`config.mk`:
```
export PLATFORM = sky130hd
export DESIGN_NAME = pte_tx_link
export DESIGN_NICKNAME = d
export VERILOG_FILES = /design/src/include/pte_pkg.sv /design/src/hw/pte_tx_link.sv /design/src/hw/pte_fifo.sv
export SDC_FILE = /design/constraint.sdc
export NUM_CORES = 1
export LEC_CHECK = 0
export BUFFER_PORTS_ARGS = -buffer_cell sky130_fd_sc_hd__buf_4
export CAP_MARGIN = 0
export CORE_ASPECT_RATIO = 0.5
export CORE_MARGIN = 2
export CORE_UTILIZATION = 34
export CTS_CLUSTER_DIAMETER = 50
export DETAILED_ROUTE_END_ITERATION = 6
export GPL_ROUTABILITY_DRIVEN = 0
export PLACE_DENSITY_LB_ADDON = 0.2
export RECOVER_POWER = 100
export SETUP_SLACK_MARGIN = 0.05
export SLEW_MARGIN = 10
export SYNTH_ARGS = -nofsm -noshare
export SYNTH_HDL_FRONTEND = slang
export SYNTH_SLANG_ARGS = --single-unit
```
`constraint.sdc`:
```
create_clock -name i_clk -period 6.2 [get_ports i_clk]
set_clock_uncertainty 0.2 [all_clocks]
set_input_delay 1.24 -clock i_clk [delete_from_list [all_inputs] [get_ports i_clk]]
set_output_delay 1.24 -clock i_clk [all_outputs]
set_load 0.02 [all_outputs]
```
`src/include/pte_pkg.sv`:
```
// shared constants and types of the transmit coder and link monitor
package pte_pkg;
	// ************************************************************
	// transmit modes and link monitor states
	// ************************************************************
	typedef enum logic [1:0] {
		PTE_SEND_Z = 2'h0,
		PTE_SEND_I = 2'h1,
		PTE_SEND_N = 2'h3
	} pte_tx_mode_t;

	typedef enum logic [1:0] {
		PTE_LM_FAIL = 2'h0,
		PTE_LM_WAIT = 2'h1,
		PTE_LM_UP   = 2'h3,
		PTE_LM_HOLD = 2'h2
	} pte_lm_state_t;

	// ************************************************************
	// ternary symbol encoding, two bits signed
	// ************************************************************
	localparam logic [1:0] PTE_T_ZERO = 2'h0;
	localparam logic [1:0] PTE_T_POS  = 2'h1;
	localparam logic [1:0] PTE_T_NEG  = 2'h3;

	// ************************************************************
	// scrambler, regrouping, fifo depth and link timer width
	// ************************************************************
	localparam int          PTE_SCR_W       = 33;
	localparam logic [32:0] PTE_SCR_SEED    = 33'h0_0000_0001;
	localparam logic [32:0] PTE_TAPS_MASTER = 33'h1_0000_1000;
	localparam logic [32:0] PTE_TAPS_SLAVE  = 33'h1_0008_0000;
	localparam int          PTE_SY0_POS     = 0;
	localparam int          PTE_SY1_POS     = 3;
	localparam int          PTE_SY2_POS     = 8;
	localparam int          PTE_IDLE_POS    = 12;
	localparam int          PTE_GRP_W       = 3;
	localparam int          PTE_NIB_W       = 4;
	localparam logic [2:0]  PTE_GRP_BITS    = 3'h3;
	localparam logic [2:0]  PTE_LOAD_ROOM   = 3'h3;
	localparam int          PTE_FIFO_DEPTH  = 16;
	localparam int          PTE_TMR_W       = 24;
endpackage

```
`src/hw/pte_tx_link.sv`:
```
// transmit coder, scrambler, symbol mapper and link monitor
`timescale 1ns/1ps
module pte_tx_link
	import pte_pkg::*;
#(
	parameter int STAB_CYC = 20000,
	parameter int MAXW_CYC = 20000
) (
	input  wire logic         i_clk,
	input  wire logic         i_rstn,
	input  wire logic         i_role_master,
	input  wire logic         i_loc_rcvr_ok,
	input  wire pte_tx_mode_t i_tx_mode,
	input  wire logic         i_tx_en,
	input  wire logic [3:0]   i_txd,
	output logic              o_mii_ready,
	input  wire logic         i_sym_ready,
	output logic [1:0]        o_ta,
	output logic [1:0]        o_tb,
	output logic              o_link_ok
);
	// ************************************************************
	// symbol tables
	// ************************************************************
	function automatic logic [3:0] map_data(input logic [2:0] sd);
		case (sd)
			3'h0:    map_data = {PTE_T_NEG, PTE_T_NEG};
			3'h1:    map_data = {PTE_T_NEG, PTE_T_ZERO};
			3'h2:    map_data = {PTE_T_NEG, PTE_T_POS};
			3'h3:    map_data = {PTE_T_ZERO, PTE_T_NEG};
			3'h4:    map_data = {PTE_T_ZERO, PTE_T_POS};
			3'h5:    map_data = {PTE_T_POS, PTE_T_NEG};
			3'h6:    map_data = {PTE_T_POS, PTE_T_ZERO};
			default: map_data = {PTE_T_POS, PTE_T_POS};
		endcase
	endfunction

	function automatic logic [3:0] map_idle(input logic [2:0] sd);
		case (sd)
			3'h0:    map_idle = {PTE_T_ZERO, PTE_T_NEG};
			3'h1:    map_idle = {PTE_T_NEG, PTE_T_POS};
			3'h2:    map_idle = {PTE_T_POS, PTE_T_NEG};
			3'h3:    map_idle = {PTE_T_NEG, PTE_T_NEG};
			3'h4:    map_idle = {PTE_T_POS, PTE_T_POS};
			3'h5:    map_idle = {PTE_T_ZERO, PTE_T_POS};
			3'h6:    map_idle = {PTE_T_NEG, PTE_T_ZERO};
			default: map_idle = {PTE_T_POS, PTE_T_ZERO};
		endcase
	endfunction

	function automatic logic [3:0] map_train(input logic [2:0] sd);
		map_train = {(sd[0] ? PTE_T_POS : PTE_T_NEG), (sd[1] ? PTE_T_POS : PTE_T_NEG)};
	endfunction

	// ************************************************************
	// input buffer and 4b/3b regrouping
	// ************************************************************
	logic       fifo_valid;
	logic [3:0] fifo_data;
	logic       load;
	logic [6:0] bit_buf;
	logic [2:0] bit_cnt;
	logic       take;
	logic [2:0] cnt_a;
	logic [6:0] buf_a;
	logic       send_data;

	pte_fifo #(
		.WIDTH (PTE_NIB_W),
		.DEPTH (PTE_FIFO_DEPTH)
	) u_fifo (
		.i_clk      (i_clk),
		.i_rstn     (i_rstn),
		.i_wr_valid (i_tx_en),
		.o_wr_ready (o_mii_ready),
		.i_wr_data  (i_txd),
		.o_rd_valid (fifo_valid),
		.i_rd_ready (load),
		.o_rd_data  (fifo_data)
	);

	assign send_data = (i_tx_mode == PTE_SEND_N) && i_tx_en;
	assign take      = i_sym_ready && send_data && (bit_cnt >= PTE_GRP_BITS);
	assign cnt_a     = take ? 3'(bit_cnt - PTE_GRP_BITS) : bit_cnt;
	assign buf_a     = take ? (bit_buf >> PTE_GRP_BITS) : bit_buf;
	assign load      = i_tx_en && fifo_valid && (cnt_a <= PTE_LOAD_ROOM);

	always_ff @(posedge i_clk or negedge i_rstn) begin
		if (!i_rstn) begin
			bit_buf <= '0;
			bit_cnt <= '0;
		end else if (!i_tx_en) begin
			bit_buf <= '0;
			bit_cnt <= '0;
		end else if (load) begin
			bit_buf <= buf_a | (7'(fifo_data) << cnt_a);
			bit_cnt <= 3'(cnt_a + 3'h4);
		end else begin
			bit_buf <= buf_a;
			bit_cnt <= cnt_a;
		end
	end

	// ************************************************************
	// side-stream scrambler
	// ************************************************************
	logic [PTE_SCR_W-1:0] scr;
	logic [PTE_SCR_W-1:0] taps;
	logic [2:0]           sy;
	logic [2:0]           grp;
	logic [2:0]           sd;
	logic [2:0]           sd_q;

	assign taps = i_role_master ? PTE_TAPS_MASTER : PTE_TAPS_SLAVE;
	assign sy   = {scr[PTE_SY2_POS], scr[PTE_SY1_POS], scr[PTE_SY0_POS]};
	assign grp  = send_data ? bit_buf[2:0] : 3'h0;
	// idle streams get one more whitening bit so their pattern differs from data
	assign sd   = (grp ^ sy) ^ {(!send_data && scr[PTE_IDLE_POS]), 2'h0};

	always_ff @(posedge i_clk or negedge i_rstn) begin
		if (!i_rstn) begin
			scr <= PTE_SCR_SEED;
		end else if (i_sym_ready) begin
			scr <= {scr[PTE_SCR_W-2:0], ^(scr & taps)};
		end
	end

	// ************************************************************
	// ternary pair generation
	// ************************************************************
	always_ff @(posedge i_clk or negedge i_rstn) begin
		if (!i_rstn) begin
			sd_q <= '0;
			o_ta <= PTE_T_ZERO;
			o_tb <= PTE_T_ZERO;
		end else if (i_sym_ready) begin
			sd_q <= sd;
			case (i_tx_mode)
				PTE_SEND_I: begin
					{o_ta, o_tb} <= map_train(sd);
				end
				PTE_SEND_N: begin
					if (i_tx_en) begin
						{o_ta, o_tb} <= map_data(sd);
					end else begin
						{o_ta, o_tb} <= map_idle(sd);
					end
				end
				default: begin
					{o_ta, o_tb} <= {PTE_T_ZERO, PTE_T_ZERO};
				end
			endcase
		end
	end

	// ************************************************************
	// link monitor
	// ************************************************************
	localparam logic [PTE_TMR_W-1:0] STAB_LAST = PTE_TMR_W'(STAB_CYC - 1);
	localparam logic [PTE_TMR_W-1:0] MAXW_LAST = PTE_TMR_W'(MAXW_CYC - 1);

	pte_lm_state_t        lm_state;
	logic [PTE_TMR_W-1:0] tmr;

	always_ff @(posedge i_clk or negedge i_rstn) begin
		if (!i_rstn) begin
			lm_state <= PTE_LM_FAIL;
			tmr      <= '0;
		end else begin
			case (lm_state)
				PTE_LM_FAIL: begin
					tmr <= '0;
					if (i_loc_rcvr_ok) begin
						lm_state <= PTE_LM_WAIT;
					end
				end
				PTE_LM_WAIT: begin
					if (!i_loc_rcvr_ok) begin
						lm_state <= PTE_LM_FAIL;
					end else if (tmr == STAB_LAST) begin
						lm_state <= PTE_LM_UP;
					end else begin
						tmr <= tmr + 1'b1;
					end
				end
				PTE_LM_UP: begin
					tmr <= '0;
					if (!i_loc_rcvr_ok) begin
						lm_state <= PTE_LM_HOLD;
					end
				end
				PTE_LM_HOLD: begin
					if (i_loc_rcvr_ok) begin
						lm_state <= PTE_LM_UP;
					end else if (tmr == MAXW_LAST) begin
						lm_state <= PTE_LM_FAIL;
					end else begin
						tmr <= tmr + 1'b1;
					end
				end
				default: begin
					lm_state <= PTE_LM_FAIL;
				end
			endcase
		end
	end

	assign o_link_ok = (lm_state == PTE_LM_UP) || (lm_state == PTE_LM_HOLD);

	// ************************************************************
	// checks
	// ************************************************************
	int unsigned ok_run;
	int unsigned lost_run;
	localparam int unsigned STAB_MIN = STAB_CYC;

	always_ff @(posedge i_clk or negedge i_rstn) begin
		if (!i_rstn) begin
			ok_run   <= 0;
			lost_run <= 0;
		end else begin
			ok_run   <= i_loc_rcvr_ok ? ok_run + 1 : 0;
			lost_run <= (o_link_ok && !i_loc_rcvr_ok) ? lost_run + 1 : 0;
		end
	end
endmodule

```
`src/hw/pte_fifo.sv`:
```
// synchronous fifo with valid and ready on both sides
`timescale 1ns/1ps
module pte_fifo #(
	parameter int WIDTH = 4,
	parameter int DEPTH = 16
) (
	input  wire logic             i_clk,
	input  wire logic             i_rstn,
	input  wire logic             i_wr_valid,
	output logic                  o_wr_ready,
	input  wire logic [WIDTH-1:0] i_wr_data,
	output logic                  o_rd_valid,
	input  wire logic             i_rd_ready,
	output logic      [WIDTH-1:0] o_rd_data
);
	localparam int AW = $clog2(DEPTH);

	logic [WIDTH-1:0] mem [DEPTH];
	logic [AW:0]      wr_ptr;
	logic [AW:0]      rd_ptr;
	logic             full;
	logic             empty;

	assign empty      = (wr_ptr == rd_ptr);
	assign full       = (wr_ptr[AW-1:0] == rd_ptr[AW-1:0]) && (wr_ptr[AW] != rd_ptr[AW]);
	assign o_wr_ready = !full;
	assign o_rd_valid = !empty;
	assign o_rd_data  = mem[rd_ptr[AW-1:0]];

	always_ff @(posedge i_clk) begin
		if (i_wr_valid && !full) begin
			mem[wr_ptr[AW-1:0]] <= i_wr_data;
		end
	end

	always_ff @(posedge i_clk or negedge i_rstn) begin
		if (!i_rstn) begin
			wr_ptr <= '0;
			rd_ptr <= '0;
		end else begin
			if (i_wr_valid && !full) begin
				wr_ptr <= wr_ptr + 1'b1;
			end
			if (i_rd_ready && !empty) begin
				rd_ptr <= rd_ptr + 1'b1;
			end
		end
	end
endmodule

```
# ---- Word-level counts from Yosys, hierarchy flattened
# Memories as Yosys holds them, arrays and structs flattened.
# Index checks and enable logic that the tools add are counted.
# Widths: inputs -> output; s select.
dict set report totals {
  regBits 83
  out_inout_bits 6
  n_memories 1
  ramBits 64
  word_cells 91
}
dict set report classes {
  reduce_logical 19
  n_eq_ne 21
  shifts 1
  muxes 29
  bitwise_logic 4
  n_lt_le_gt_ge 2
  addsub 5
}
# name words width rd rd_ports_with_merged_regs wr line
set mem_list {}
lappend mem_list {u_fifo.mem 16 4 1 0 1 pte_fifo.sv:18} ;# logic [WIDTH-1:0] mem [DEPTH];
# cell n
set ops {}
lappend ops {{$mux 24} 3}
lappend ops {{$pmux 24 s3} 1}
lappend ops {{$pmux 4 s7} 2}
lappend ops {{$and 33x33->33} 1}
lappend ops {{$reduce_xor 33->1} 1}
lappend ops {{$add 24x1->24 const B} 1}
lappend ops {{$eq 24x15->1 const B} 1}
lappend ops {{$mux 7} 3}
lappend ops {{$mux 2} 10}
lappend ops {{$mux 20} 1}
lappend ops {{$mux 3} 4}
lappend ops {{$add 5x1->5 const B} 2}
lappend ops {{$eq 3x3->1 const B} 3}
lappend ops {{$logic_and 1x1->1} 9}
lappend ops {{$ne 2x2->1 const B} 4}
lappend ops {{$pmux 2 s2} 2}
lappend ops {{$pmux 2 s4} 1}
lappend ops {{$or 7x7->7} 1}
lappend ops {{$shl 4x3->7} 1}
lappend ops {{$eq 2x2->1 const B} 3}
lappend ops {{$eq 3x2->1 const B} 2}
lappend ops {{$ne 3x3->1 const B} 2}
lappend ops {{$xor 3x3->3} 2}
lappend ops {{$eq 5x5->1} 1}
lappend ops {{16 further kinds} 20}

# ---- Depth between registers and ports, before layout
dict set report depth {
  depth_word 9
  depth_mapped 8
  depth_no_buf 8
}

# ---- Hierarchy
# Synthesis repeated with hierarchy kept, for this count alone.
dict set report hier_totals {
  cells_unflattened 519
  area_unflattened_um2 6970.4
}
# module instances seq_area_each_um2 cells_each area_each_um2
set modules_own_cells {}
lappend modules_own_cells {pte_tx_link 1 1828.0 339 3731.1}
lappend modules_own_cells {pte_fifo 1 2172.1 180 3239.4}

# ---- Worst setup path before layout
# No wires, ideal clock.
dict set report synth_path {
  kind {input-to-reg}
  startpoint {input port i_tx_mode[1]}
  endpoint {register bit_buf[3]}
  setup_slack_ns 3.094
  path_stages 5
  t_arrival_ns 2.780
  n_path_buf 1
  setup_ns 0.126
  cell_sequence {buf_2 -> nand4_2 -> o31ai_2 -> mux2_2 -> a221o_1}
}
dict set report synth_between {
  elab_chain_len 9
  elab_cells_between_ends 12
  classes_between {order compare: 1; eq/ne: 1; shift: 1; mux: 4; bitwise: 1; reduce/logical: 4}
}
# element line
set synth_rtl {}
lappend synth_rtl {{start, declared} pte_tx_link.sv:13} ;# input wire pte_tx_mode_t i_tx_mode,
lappend synth_rtl {{$eq 2x2->1 (*)} pte_tx_link.sv:82} ;# assign send_data = (i_tx_mode == PTE_SEND_N) && i_tx_en;
lappend synth_rtl {{$logic_and 1x1->1 (*)} pte_tx_link.sv:82}
lappend synth_rtl {{$logic_and 1x1->1 (*) (2 in a row)} pte_tx_link.sv:83} ;# assign take = i_sym_ready && send_data && (bit_cnt >= PTE_GRP_BITS);
lappend synth_rtl {{$mux 3} pte_tx_link.sv:84} ;# assign cnt_a = take ? 3'(bit_cnt - PTE_GRP_BITS) : bit_cnt;
lappend synth_rtl {{$shl 4x3->7 or $le 3x2->1 (tied branches)} {pte_tx_link.sv:96, pte_tx_link.sv:86}}
lappend synth_rtl {{$or 7x7->7 or $logic_and 1x1->1 (tied branches)} {pte_tx_link.sv:96, pte_tx_link.sv:86}}
lappend synth_rtl {{$mux 7 (*)} pte_tx_link.sv:95} ;# end else if (load) begin
lappend synth_rtl {{$mux 7 (*)} pte_tx_link.sv:92} ;# end else if (!i_tx_en) begin
lappend synth_rtl {{end signal, assigned} pte_tx_link.sv:96} ;# bit_buf <= buf_a | (7'(fifo_data) << cnt_a);
lappend synth_rtl {{end signal, assigned} pte_tx_link.sv:99} ;# bit_buf <= buf_a;
lappend synth_rtl {{end, declared} pte_tx_link.sv:61} ;# logic [6:0] bit_buf;
# Mark *: on every way between the ends. The rest lies on a longest branch, timed or not.
# A chain may end at the register's enable or synchronous reset.

# ---- Worst setup path in the final report
dict set report layout_path {
  startpoint {input port i_sym_ready}
  endpoint {register bit_buf[3]}
}
dict set report layout_between {
  elab_chain_len 7
  elab_cells_between_ends 10
  classes_between {order compare: 1; shift: 1; mux: 4; bitwise: 1; reduce/logical: 3}
}
# element line
set layout_rtl {}
lappend layout_rtl {{start, declared} pte_tx_link.sv:17} ;# input wire logic i_sym_ready,
lappend layout_rtl {{$logic_and 1x1->1 (*) (2 in a row)} pte_tx_link.sv:83}
lappend layout_rtl {{$mux 3} pte_tx_link.sv:84}
lappend layout_rtl {{$shl 4x3->7 or $le 3x2->1 (tied branches)} {pte_tx_link.sv:96, pte_tx_link.sv:86}}
lappend layout_rtl {{$or 7x7->7 or $logic_and 1x1->1 (tied branches)} {pte_tx_link.sv:96, pte_tx_link.sv:86}}
lappend layout_rtl {{$mux 7 (*)} pte_tx_link.sv:95}
lappend layout_rtl {{$mux 7 (*)} pte_tx_link.sv:92}
# Marks and branches as above.

==> out/qor.log <==
[grt] number of global-route vias before repair 4278
[placement] number of I/O port buffers 17
[timing] setup tns final 0 ps
[critical_path] crit path DAT 4790 ps
[power] leakage power summed over all cells 3.00 nW
[hold_path] startpoint of the worst hold path u_fifo.wr_ptr[4]$_DFFE_PN0P_
[grt] wire length of the first global-routing pass 22500 µm
[detailed_routing] vias per cell 4.96
[critical_path] list of cells traversed by the critical path clkbuf_1, nand4_1, o31ai_2, mux2_1, a221o_1
[logic_synthesis] Avg Synthesized Cell Area 13.0 µm²
[hold_path] number of cells on the worst hold path 1
[outcome] status finished, violations left
[layout] Area growth, synth to finish 12.6%
[logic_synthesis] share of synthesized area occupied by flip-flops and latches 58.3%
[cts] CTS Hold Bufs 0
[logic_synthesis] complex-gate fraction of the synthesized area 7.17%
[cts] post-CTS setup repair buffer count 0
[layout] # nets final 572
[cts] maximum buffer depth of the clock tree 2
[logic_synthesis] #FFs+latches synth 147
[logic_synthesis] cell area after synthesis 0.00686 mm²
[critical_path] startpoint of the most critical setup path i_sym_ready
[critical_path] Worst setup EP type register
[critical_path] highest-delay cell along the critical path clkbuf_1
[grt] total routing usage reported by global routing 13.6%
[critical_path] slowest cell delay on critical path 1460 ps
[critical_path] crit path kind in2reg
[power] maximum vdd ir drop 0.174 mV
[critical_path] critical register-to-register path startpoint u_fifo.rd_ptr[1]$_DFFE_PN0P_
[floorplan] I/O pins 18
[logic_synthesis] adder-cell share of the synthesized area 2.37%
[timing] worst-margin pin slew 2080 ps
[floorplan] die area 0.0214 mm²
[cts] clock latency at the later pin of the worst-skew pair 420 ps
[critical_path] logic depth of the worst register-to-register path 6
[critical_path] worst path buffer plus inverter count 1
[logic_synthesis] Post-Synth XOR/XNOR Area 4.71%
[detailed_routing] Vias 4100
[cts] clock buffer count from CTS 17
[detailed_routing] first-pass iteration count of the detailed router 6
[timing] fmax 0.213 GHz
[floorplan] Vert. Die Dim 104 µm
[timing] number of setup violations in the final report 0
[floorplan] x dimension of the die 205 µm
[timing] count of final max-slew check failures 86
[placement] HPWL Detailed 8830 µm
[grt] overall overflow remaining after global route 0
[timing] time the worst path needs with I/O delays and setup 4690 ps
[layout] ANT cells 0
[timing] tightest hold margin 298 ps
[cts] maximum level of the CTS H-tree 4
[cts] CTS tree built
[timing] headroom to the max-slew limit -38.7%
[layout] fillers 1889
[detailed_routing] number of nets with antenna violations after detailed routing 0
[job] max-capacitance violation count 3
[logic_synthesis] post-synthesis share of cell area spent on and, or, nand and nor gates 12.0%
[layout] leading cell types in the layout, fill and taps excluded dfrtp_1, edfxtp_1, mux2_2
[floorplan] # rows 36
[detailed_routing] initial detailed-routing violation count 279
[timing] count of endpoints failing hold in the final timing report 0
[detailed_routing] total wire length after detailed routing 13500 µm
[timing] fraction of the cycle the final worst path needs 75.6%
[timing] RSZ-0062 raised after global routing false
[logic_synthesis] Area contributors post-synth dfrtp_1, edfxtp_1, mux2_2
[logic_synthesis] number of synthesized flops with an enable pin 64
[critical_path] number of cells on the critical path 5
[logic_synthesis] largest family of logic cells by synthesized area multiplexers
[logic_synthesis] cell count after synthesis 528
[cts] Num Clock Sinks 147
[cts] clk root buf clkbuf_16
[floorplan] core area 0.0196 mm²
[logic_synthesis] share of synthesized flip-flops with an asynchronous set or reset 56.5%
[logic_synthesis] multiplexer share of the synthesized area 13.1%
[hold_path] Hold WC Path Type reg2reg
[detailed_routing] DRC errors left 0
[logic_synthesis] top-area cell type share of the netlist area 29.9%
[logic_synthesis] Distinct cells, synth 63
[grt] largest net degree at the start of global routing 53
[layout] most common library cell in the layout ignoring fill and taps dfrtp_1
[logic_synthesis] total number of yosys warnings 0
[critical_path] kind of start point of the critical path primary input
[power] power density over the cells 386 mW/mm²
[cts] Resize count post-CTS 0
[outcome] violations in the final reports capacitance limit, slew limit
[layout] layout cell share with drive strength beyond 1 17.0%
[cts] clock-pin transition on the worst setup and hold timing paths 60 ps
[logic_synthesis] ys flop type dfrtp_1
[grt] antenna violations before repair 0
[power] Overall Power 2.98 mW
[critical_path] required time reported for the critical path endpoint 6300 ps
[logic_synthesis] largest area contributor in the synthesized netlist dfrtp_1
[critical_path] delay-heaviest family, CP buffers and inverters
[critical_path] CP Max Fanout 42
[detailed_routing] wire per inst 16.3 µm
[floorplan] effective utilization at floorplan 34.9%
[logic_synthesis] synthesized netlist net count 553
[sequential cells by signal, indices dropped and copies added (netlist names)]
name           flops
bit_buf            7
u_fifo.mem        64
tmr               24
lm_state           2
bit_cnt            3
o_tb               2
u_fifo.wr_ptr      5
scr               33
u_fifo.rd_ptr      5
o_ta               2
[cell families (layout without fill, tap and decap cells)]
kind of cell,count (synthesis),count (layout)
buffers and inverters,39,71
adders and majority gates,13,13
and+or+nand+nor,157,157
DFF,147,147
muxes,67,67
AOI/OAI and AO/OA,69,69
xor gates and xnor gates,36,36
[worst reg2reg max path, delay by kind of cell (launching register included)]
family           cells  cell delay (ps)
AND/OR/NAND/NOR      4             1460
flip-flops           1              920
XOR/XNOR             1              150
AO/OA/AOI/OAI        1              500
[metrics by stage]
| step | setup WS, ps | util [%] | std cells | cell area [µm²] |
|---|---|---|---|---|
| floorplan | 3090 | - | 528 | 6860 |
| global placement | 2580 | 36.9 | 794 | 7250 |
| detailed placement | 2550 | 36.9 | 794 | 7250 |
| CTS | 2320 | 39.8 | 826 | 7810 |
| global route | 1160 | 39.3 | 826 | 7720 |
| finish | 1510 | 39.3 | 826 | 7720 |
[final cells by class]
type / count / area [µm²] / share of cell area (%)
Sequential cell: 147 / 4000 / 51.8
Multi-Input combinational cell: 342 / 2670 / 34.5
Clock buffer: 18 / 429 / 5.56
Tap cell: 266 / 333 / 4.31
Clock inverter: 14 / 128 / 1.65
Timing Repair Buffer: 20 / 95.1 / 1.23
Inverter: 19 / 71.3 / 0.924
[power by group]
group	switching (mW)	leakage [nW]	internal [mW]
clock network	0.427	0.255	0.555
registers	0.120	1.70	1.12
logic	0.436	1.05	0.319
[final timing paths]
path | endpoint | slack, ps
worst max-delay path | bit_buf[3]$_DFF_PN0_ | 1510
worst min-delay path | u_fifo.wr_ptr[4]$_DFFE_PN0P_ | 300
max in group asynchronous | tmr[6]$_DFFE_PN0P_ | 2510
worst max register to register | u_fifo.mem[5][0]$_DFFE_PP_ | 2690
min in group asynchronous | o_ta[0]$_DFFE_PN0P_ | 1100
worst min register to register | u_fifo.wr_ptr[4]$_DFFE_PN0P_ | 300
[synth_stat cells, types with 2 or more instances]
master	number
xor2_1	12
buf_2	5
a32oi_1	2
and2_1	13
and3_1	3
or3_1	7
nand2_1	35
a22oi_1	4
nor3_1	9
a21o_1	2
and4_1	5
clkbuf_1	14
a211oi_1	2
mux4_2	14
dfrtp_1	82
mux2i_1	13
a21oi_1	16
a21oi_2	2
edfxtp_1	64
xnor2_1	23
a31oi_1	2
mux2_2	39
o41ai_1	2
or2_1	2
inv_1	18
o22ai_1	3
nor4_1	5
nand4_1	7
nor4b_1	5
o31ai_1	2
a221oi_1	2
nor2_1	36
o21ai_0	14
o21ai_1	2
ha_1	13
nor2b_1	5
nand3_1	18
[routing by layer]
metal | vias to the layer above | global-route usage (%) | wire length [µm]
met1 | 2060 | 17.6 | 6520
met5 | - | 0 | 0
met4 | 0 | 4.16 | 119
met3 | 10 | 3.67 | 352
met2 | 42 | 22.1 | 6480
li1 | 1988 | - | -
No activity file was read; power rests on OpenSTA's default activity.
